## config.mk

```make
export PLATFORM = sky130hd
export DESIGN_NAME = connector_mode_select
export DESIGN_NICKNAME = d
export VERILOG_FILES = /design/src/verilog/conn_mode_pkg.sv /design/src/verilog/connector_mode_select.sv /design/src/verilog/settle_timer.sv
export SDC_FILE = /design/constraint.sdc
export NUM_CORES = 1
export LEC_CHECK = 0
export BUFFER_PORTS_ARGS = -buffer_cell sky130_fd_sc_hd__buf_2
export CORE_ASPECT_RATIO = 2
export CORE_UTILIZATION = 40
export DETAILED_ROUTE_END_ITERATION = 8
export PLACE_DENSITY_LB_ADDON = 0.1
export REMOVE_ABC_BUFFERS = 1
export SLEW_MARGIN = 20
export SYNTH_ARGS = -nofsm -noshare
export SYNTH_HDL_FRONTEND = slang
export SYNTH_SLANG_ARGS = --single-unit
```

## constraint.sdc

```tcl
create_clock -name clk -period 2.3 [get_ports clk]
set_input_delay 0.46 -clock clk [delete_from_list [all_inputs] [get_ports clk]]
set_output_delay 0.46 -clock clk [all_outputs]
set_load 0.05 [all_outputs]
```

## src/verilog/conn_mode_pkg.sv

```systemverilog
// Overview of operation
// Ignore host inputs for 19 ms after power
// Latch mode-select once; resets never resample
// Mode-select negated: legacy mode or go silent
// Host asserts mode-select before power, keeps it
// Both card-detect outputs driven to ground
// Host drives both chip-select-1 pins identically
// Decode chip select 1 from one pin
// DMA acknowledge and request come as pair
// Unsupported ready or DMA request held negated; io_ready is held high when HAS_IORDY is 0
// Device number from one selected input only
// Host sets cable-select lines before power
// Native mode ignores legacy address and write-enable
// Native mode passes full register interface signals
// Native mode, select lost: disable until power-off
// Chip selects, reset, mode-select default negated
// Host resets all devices on insertion change
// Host detects insertion to protect commands
// Settle counter on own clock from power-good
package conn_mode_pkg;

  localparam int  SETTLE_MS      = 19;
  localparam int  CLK_MHZ        = 100;
  localparam int  SETTLE_CYCLES  = SETTLE_MS * 1000 * CLK_MHZ * 1000 / 1000;
  localparam int  CNT_W          = 21;
  localparam int  ADDR_W         = 3;
  localparam int  HI_ADDR_W      = 8;

  typedef enum logic [1:0] {
    ST_SETTLE,
    ST_NATIVE,
    ST_LEGACY,
    ST_DISABLED
  } mode_state_t;

  // Host-facing control pins, all active low except csel and addresses
  typedef struct packed {
    logic              sel_native_n;
    logic              cs0_n;
    logic              cs1_pos_a_n;
    logic              cs1_pos_b_n;
    logic              rd_n;
    logic              wr_n;
    logic              rst_n;
    logic              dma_ack_n;
    logic              ms_n;
    logic              csel;
    logic              legacy_we_n;
    logic [ADDR_W-1:0]    addr;
    logic [HI_ADDR_W-1:0] hi_addr;
  } host_pins_t;

  // Qualified signals handed to the core
  typedef struct packed {
    logic              cs0;
    logic              cs1;
    logic              rd;
    logic              wr;
    logic              rst;
    logic              dma_ack;
    logic              legacy_we;
    logic [ADDR_W-1:0]    addr;
    logic [HI_ADDR_W-1:0] hi_addr;
  } core_ctl_t;

endpackage

```

## src/verilog/connector_mode_select.sv

```systemverilog
`timescale 1ns/1ps
`default_nettype none
module connector_mode_select #(
  parameter int  SETTLE_CYCLES = conn_mode_pkg::SETTLE_CYCLES,
  parameter bit  CS1_USE_B     = 1'b0,
  parameter bit  USE_CSEL      = 1'b1,
  parameter bit  HAS_DMA       = 1'b1,
  parameter bit  HAS_IORDY     = 1'b1
) (
  input  wire logic                      clk,
  input  wire logic                      arst_n,
  input  wire logic                      power_good,
  input  wire conn_mode_pkg::host_pins_t pins,
  input  wire logic                      core_dma_req,
  input  wire logic                      core_not_ready,
  output conn_mode_pkg::core_ctl_t       ctl,
  output logic                           native_mode,
  output logic                           legacy_mode,
  output logic                           disabled,
  output logic                           ready,
  output logic                           dev_num,
  output logic                           card_det1_n,
  output logic                           card_det2_n,
  output logic                           dma_req,
  output logic                           io_ready
);
  import conn_mode_pkg::*;

  typedef struct packed {
    mode_state_t st;
    core_ctl_t   ctl;
    logic        dev_num;
    logic        dma_req;
    logic        io_ready;
    // Mode flags kept as flops so every output leaves a register
    logic        native;
    logic        legacy;
    logic        dis;
    logic        rdy;
  } state_t;

  state_t s_q;
  state_t s_d;
  logic   settled;

  settle_timer #(
    .CYCLES(SETTLE_CYCLES)
  ) u_timer (
    .clk       (clk),
    .arst_n    (arst_n),
    .power_good(power_good),
    .done      (settled)
  );

  ////////////////////////////////////////////////////////////////////////////
  // Mode decision and pin qualification

  always_comb begin
    logic cs1_raw;
    logic live;
    cs1_raw = CS1_USE_B ? pins.cs1_pos_b_n : pins.cs1_pos_a_n;
    s_d     = s_q;
    live    = 1'b0;
    unique case (s_q.st)
      ST_SETTLE: begin
        // Mode pin sampled exactly once, at expiry of the settle count
        if (settled) begin
          if (!pins.sel_native_n) begin
            s_d.st = ST_NATIVE;
          end else begin
            s_d.st = ST_LEGACY;
          end
          s_d.dev_num = USE_CSEL ? pins.csel : !pins.ms_n;
        end
      end
      ST_NATIVE: begin
        live = 1'b1;
        if (pins.sel_native_n) begin
          s_d.st = ST_DISABLED;
          live   = 1'b0;
        end
      end
      ST_LEGACY: begin
        live = 1'b1;
      end
      ST_DISABLED: begin
        live = 1'b0;
      end
    endcase
    // Loss of power drops back to settle, the only way out of disabled apart from arst_n
    if (!power_good) begin
      s_d.st = ST_SETTLE;
      live   = 1'b0;
    end
    // Every ctl signal defaults to negated so bouncing contacts select nothing
    s_d.ctl = '0;
    if (live) begin
      s_d.ctl.cs0     = !pins.cs0_n;
      s_d.ctl.cs1     = !cs1_raw;
      s_d.ctl.rd      = !pins.rd_n;
      s_d.ctl.wr      = !pins.wr_n;
      s_d.ctl.rst     = !pins.rst_n;
      s_d.ctl.addr    = pins.addr;
      s_d.ctl.dma_ack = HAS_DMA && !pins.dma_ack_n;
      if (s_q.st == ST_LEGACY) begin
        s_d.ctl.hi_addr   = pins.hi_addr;
        s_d.ctl.legacy_we = !pins.legacy_we_n;
      end
    end
    s_d.dma_req  = HAS_DMA && live && core_dma_req;
    s_d.io_ready = !HAS_IORDY || !live || !core_not_ready;
    s_d.native   = (s_d.st == ST_NATIVE);
    s_d.legacy   = (s_d.st == ST_LEGACY);
    s_d.dis      = (s_d.st == ST_DISABLED);
    s_d.rdy      = s_d.native || s_d.legacy;
  end

  always_ff @(posedge clk or negedge arst_n) begin
    if (!arst_n) begin
      s_q          <= '0;
      s_q.st       <= ST_SETTLE;
      s_q.io_ready <= 1'b1;
    end else begin
      s_q <= s_d;
    end
  end

  ////////////////////////////////////////////////////////////////////////////
  // Outputs; card detects are a constant-low flop, never released

  logic cd_q;
  always_ff @(posedge clk or negedge arst_n) begin
    if (!arst_n) begin
      cd_q <= 1'b0;
    end else begin
      cd_q <= 1'b0;
    end
  end

  assign ctl         = s_q.ctl;
  assign native_mode = s_q.native;
  assign legacy_mode = s_q.legacy;
  assign disabled    = s_q.dis;
  assign ready       = s_q.rdy;
  assign dev_num     = s_q.dev_num;
  assign card_det1_n = cd_q;
  assign card_det2_n = cd_q;
  assign dma_req     = s_q.dma_req;
  assign io_ready    = s_q.io_ready;
endmodule
`default_nettype wire

```

## src/verilog/settle_timer.sv

```systemverilog
`timescale 1ns/1ps
`default_nettype none
module settle_timer #(
  parameter int CYCLES = conn_mode_pkg::SETTLE_CYCLES
) (
  input  wire logic clk,
  input  wire logic arst_n,
  input  wire logic power_good,
  output logic      done
);
  import conn_mode_pkg::*;

  typedef struct packed {
    logic [CNT_W-1:0] cnt;
    logic             done;
  } tmr_t;

  tmr_t s_q;
  tmr_t s_d;

  always_comb begin
    s_d = s_q;
    if (!power_good) begin
      s_d.cnt  = '0;
      s_d.done = 1'b0;
    end else if (!s_q.done) begin
      if (s_q.cnt == CNT_W'(CYCLES - 1)) begin
        s_d.done = 1'b1;
      end else begin
        s_d.cnt = s_q.cnt + CNT_W'(1);
      end
    end
  end

  always_ff @(posedge clk or negedge arst_n) begin
    if (!arst_n) begin
      s_q <= '0;
    end else begin
      s_q <= s_d;
    end
  end

  assign done = s_q.done;
endmodule
`default_nettype wire
```

==> Yosys cells after proc, flatten, opt, wreduce, memory -nomap -nowiden <==
Cells that the tools add are included.
{ "classes": {"add_sub_neg": 1, "eq_ne": 8, "mux": 15, "n_reduce_logical": 15} }
{ "ops": {"columns": ["cell", "n"], "rows": [
  ["$mux 22", 2],
  ["$add 21x1->21 const B", 1],
  ["$eq 21x21->1 const B", 1],
  ["$mux 21", 1],
  ["$mux 18", 1],
  ["$logic_not 1->1", 9],
  ["$mux 2", 4],
  ["$mux 8", 1],
  ["$eq 2x2->1 const B", 3],
  ["$eq 2x1->1 const B", 2],
  ["$mux 1", 4],
  ["$ne 2x2->1 const B", 2],
  ["$pmux 2 s2", 1],
  ["$reduce_and 2->1", 2],
  ["$logic_not 2->1", 1],
  ["$logic_or 1x1->1", 2],
  ["$pmux 1 s2", 1],
  ["$logic_and 1x1->1", 1]
]} }
{ "totals": {"register_bits": 49, "out_inout_bits": 27} }

==> Longest topological paths before layout <==
{ "depth": {"ltp_word": 6, "depth_mapped": 9, "mapped_depth_nobuf": 9} }

==> By module <==
From an unflattened synthesis, not the netlist that was laid out.
{ "unflattened": {"cells_unflattened": 241, "area_unflattened_um2": 2544.9} }
{ "by_module_without_submodules": {"columns": ["mod", "n_inst", "cells_each", "area_per_inst_um2", "seq_area_each_um2"], "rows": [
  ["settle_timer", 1, 138, 1340.0, 550.5],
  ["connector_mode_select", 1, 103, 1204.9, 676.9]
]} }

==> Worst setup path before layout <==
Ideal clock, no wire load.
{ "synth_timing": {"path_kind": "register -> register", "start": "reg u_timer.s_q[1] in the netlist's numbering", "end": "reg u_timer.s_q[10] in the netlist's numbering", "setup_ns": 0.079, "t_arrival_ns": 1.612, "required_time_ns": 2.221, "path_slack_ns": 0.609, "stages_incl_launch_ff": 8, "n_path_buf": 1, "cell_sequence": "dfrtp_1 > ha_1 > nand4_4 > nor4_1 > a41oi_2 > buf_6 > nand4_1 > mux2i_1"} }
{ "synth_between": {"elab_chain_len": 4} }
{ "synth_rtl": {"columns": ["element", "line", "rtl"], "rows": [
  ["from (decl)", "settle_timer.sv:18", "tmr_t s_q;"],
  ["from (signal assigned)", "settle_timer.sv:37", "s_q <= '0;"],
  ["from (signal assigned)", "settle_timer.sv:39", "s_q <= s_d;"],
  ["$add 21x1->21", "settle_timer.sv:30", "s_d.cnt = s_q.cnt + CNT_W'(1);"],
  ["$mux 21", "settle_timer.sv:27", "if (s_q.cnt == CNT_W'(CYCLES - 1)) begin"],
  ["$mux 22", "settle_timer.sv:26", "end else if (!s_q.done) begin"],
  ["$mux 22", "settle_timer.sv:23", "if (!power_good) begin"]
]} }
Several ways; a longest one is shown, not always the timed one. The select of a mux whose other input is x is not followed.
A chain may end at the register's enable or synchronous reset.

==> Worst setup path in the final report <==
{ "layout_timing": {"start": "reg u_timer.s_q[1] in the netlist's numbering", "end": "reg u_timer.s_q[6] in the netlist's numbering"} }
The elaborated chain is that of the path after synthesis.

==> impl_metrics.ini <==
[synth]
synth_ff_type = dfrtp_1
asyncSetResetFlopFracSynth_pct = 100
synth_area_um2 = 2400
yosysWarnings = 0
synth_edf_count = 0
postSynthCellCount = 220
synth_commonest_cells = dfrtp_1, and2_1, buf_4, nand2_1
synth_area_per_cell_um2 = 10.9
yosysUniqueCellTypes = 44
synth_seq_cells = 49
synth.most_common_cell = dfrtp_1
netlist.area_leader.share_pct = 50.1
yosysTopAreaCell = dfrtp_1
yosys-top-cells-area = dfrtp_1, buf_4, and2_1, ha_1, nand2_1
synth-seq-area-share_pct = 51.1

[pwr]
power.leakage_nw = 1.48
p_int_mw = 1.45
combPwrFrac_pct = 8.5
power.switching_mw = 0.430
seq_power_share_pct = 47.4
clkPwrFrac_pct = 44.1
p_per_area_nw_per_um2 = 685
netSwitchingFraction_pct = 22.9
ir_drop_v = 0.000468

[global_routing]
grt_pass1_wl_mm = 7.50
grt_overflow = 0
grt_max_degree = 30
grt_pass1_vias = 1602
grt_use_total_pct = 15.7
antenna_found_initial = 0

[sta]
final_hold_viol_count = 0
min_period_ns = 2.00
worst_pin_slew_ns = 0.596
skew_ns = 0.00368
period_share_pct = 87.0
slew_headroom_pct = 60.2
setup_tns_ns = 0
setup_slack_ns = 0.299
setup_viol = 0
fmax_mhz = 500
drv_slew = 0
rsz0062_at_grt = no

[min_path]
hold_path.class = in -> async

[clock_tree]
cts_tree = yes
cts_max_level = 2
numCtsBuffers = 5
insertion_delay_ns = 0.29
clkSinkCount = 49
postCtsHoldBufs = 0
clockBufferDepth = 2
cts_root_buf = clkbuf_16
clk_pin_slew_ns = 0.06
cts_resized = 0
post_cts_buffers = 0

[floorplan]
die_w_um = 56.8
core_area_um2 = 5760
num_rows = 39
start_util_pct = 41.7
num_io_pins = 54
die_h_um = 112
die_area_um2 = 6330

[routing]
vias_per_cell = 5.08
wl_met1_mm = 1.60
wire_per_inst_um = 14.1
drt-initial-drc-count = 29
drcViolationCount = 0
num_vias = 1599
wl_met3_um = 176
wl_met2_mm = 2.56
top_layer = met4
ant_nets = 0
drt_pass1_iterations = 4
wirelength_mm = 4.45

[critical_path]
cp_slowest_cell = dfrtp_1
crit_path_end_kind = flip-flop
cp.required_ns = 2.51
slowest_delay_ns = 0.40
start_kind = flip-flop
crit_fanout = 13
path_cells = ha_1 > nand4_4 > nor4_1 > a41oi_2 > nand4_1 > mux2i_1
critPathTopFamily = simple AND/OR/NAND/NOR gates
critPathKind = reg -> reg
worstPathArrival_ns = 2.21
cp_num_buf_inv = 0

[place]
place_ws_ns = 0.252
dp_hpwl_mm = 3.35
place_congestion = 0.735
io_buffers = 49

[final_layout]
fin_nets = 288
drive_gt1_share_pct = 27.2
antenna_cells = 0
syn_to_final_growth_pct = 14.2
fill_cells = 567

[status]
status = completed

[run]
maxCapViolations = 0
-- kinds of logic (layout without fill, tap and decap cells) --
| group | after synthesis | in the layout | synth area share (%) |
|---|---|---|---|
| AND/OR/NAND/NOR | 98 | 98 | 24.9 |
| flip-flops | 49 | 49 | 51.1 |
| buffers and inverters | 33 | 66 | 8.60 |
| AO/OA/AOI/OAI | 13 | 13 | 4.07 |
| XOR/XNOR | 11 | 11 | 4.01 |
| adder cells (fa/ha/maj) | 8 | 8 | 4.17 |
| multiplexers | 7 | 7 | 2.97 |
| other | 1 | 2 | 0.156 |
-- power groups by stage --
stage | Combinational, mW | Clock (mW) | Sequential, mW
floorplan | 0.0564 | 0 | 0.938
global placement | 0.161 | 0 | 0.904
detailed placement | 0.163 | 0 | 0.905
finish | 0.160 | 0.828 | 0.889
CTS | 0.163 | 0.861 | 0.888
global route | 0.181 | 0.882 | 0.891
-- per-layer routing --
metal,vias to the layer above,global-route usage [%]
met5,-,0
met4,0,7.97
met3,8,4.99
met2,36,29.0
met1,783,15.1
li1,772,-
-- cell type report --
class	count	area, um^2	share of cell area [%]
Clock buffer	6	129	4.70
Sequential cell	49	1230	44.8
Tap cell	61	76.3	2.79
Clock inverter	2	38.8	1.42
Multi-Input combinational cell	139	970	35.4
Timing Repair Buffer	51	273	9.95
Inverter	7	26.3	0.959
-- metrics by stage --
stage / hold WS, ns / util (%) / cells / area (um^2) / power [mW]
global placement: 0.468 / 44.7 / 307 / 2570 / 1.07
detailed placement: 0.463 / 44.7 / 307 / 2570 / 1.07
CTS: 0.155 / 47.6 / 315 / 2740 / 1.91
finish: 0.139 / 47.6 / 315 / 2740 / 1.88
global route: 0.170 / 47.6 / 315 / 2740 / 1.95
floorplan: 0.164 / - / 195 / 2220 / 0.994
-- layout by cell type (no fill, tap or decap), drive strengths merged, types with 3 or more instances in the layout --
cell / instances
or3: 3
xor2: 8
nor2: 8
nand2: 20
nor3: 7
buf: 51
inv: 7
ha: 8
xnor2: 3
clkbuf: 6
nor2b: 4
dfrtp: 48
and2: 23
mux2i: 6
nand3: 6
and3: 5
nand2b: 7
nand4: 8
o21ai: 3
-- path summary, 6_finish.rpt --
| check | start | endpoint | slack, ns | cells after the start |
|---|---|---|---|---|
| min in group clk | core_not_ready | io_ready$_DFF_PN1_ | 0.28 | 2 |
| max | u_timer.s_q[1]$_DFFE_PN0P_ | u_timer.s_q[6]$_DFFE_PN0P_ | 0.30 | 6 |
| min reg2reg | dev_num$_DFFE_PN0P_ | dev_num$_DFFE_PN0P_ | 0.50 | 1 |
| max reg2reg | u_timer.s_q[1]$_DFFE_PN0P_ | u_timer.s_q[6]$_DFFE_PN0P_ | 0.30 | 6 |
| max in group asynchronous | arst_n | s_q[25]$_DFF_PN0_ | 1.64 | 2 |
| min | arst_n | u_timer.s_q[20]$_DFFE_PN0P_ | 0.14 | 1 |
-- registers in the layout (all words and copies together), names as in the netlist --
register	flops
ready	1
u_timer.done	1
io_ready	1
disabled	1
legacy_mode	1
dev_num	1
s_q	2
native_mode	1
dma_req	1
u_timer.s_q	21
ctl	18
Power figures use the tool's default switching activity.
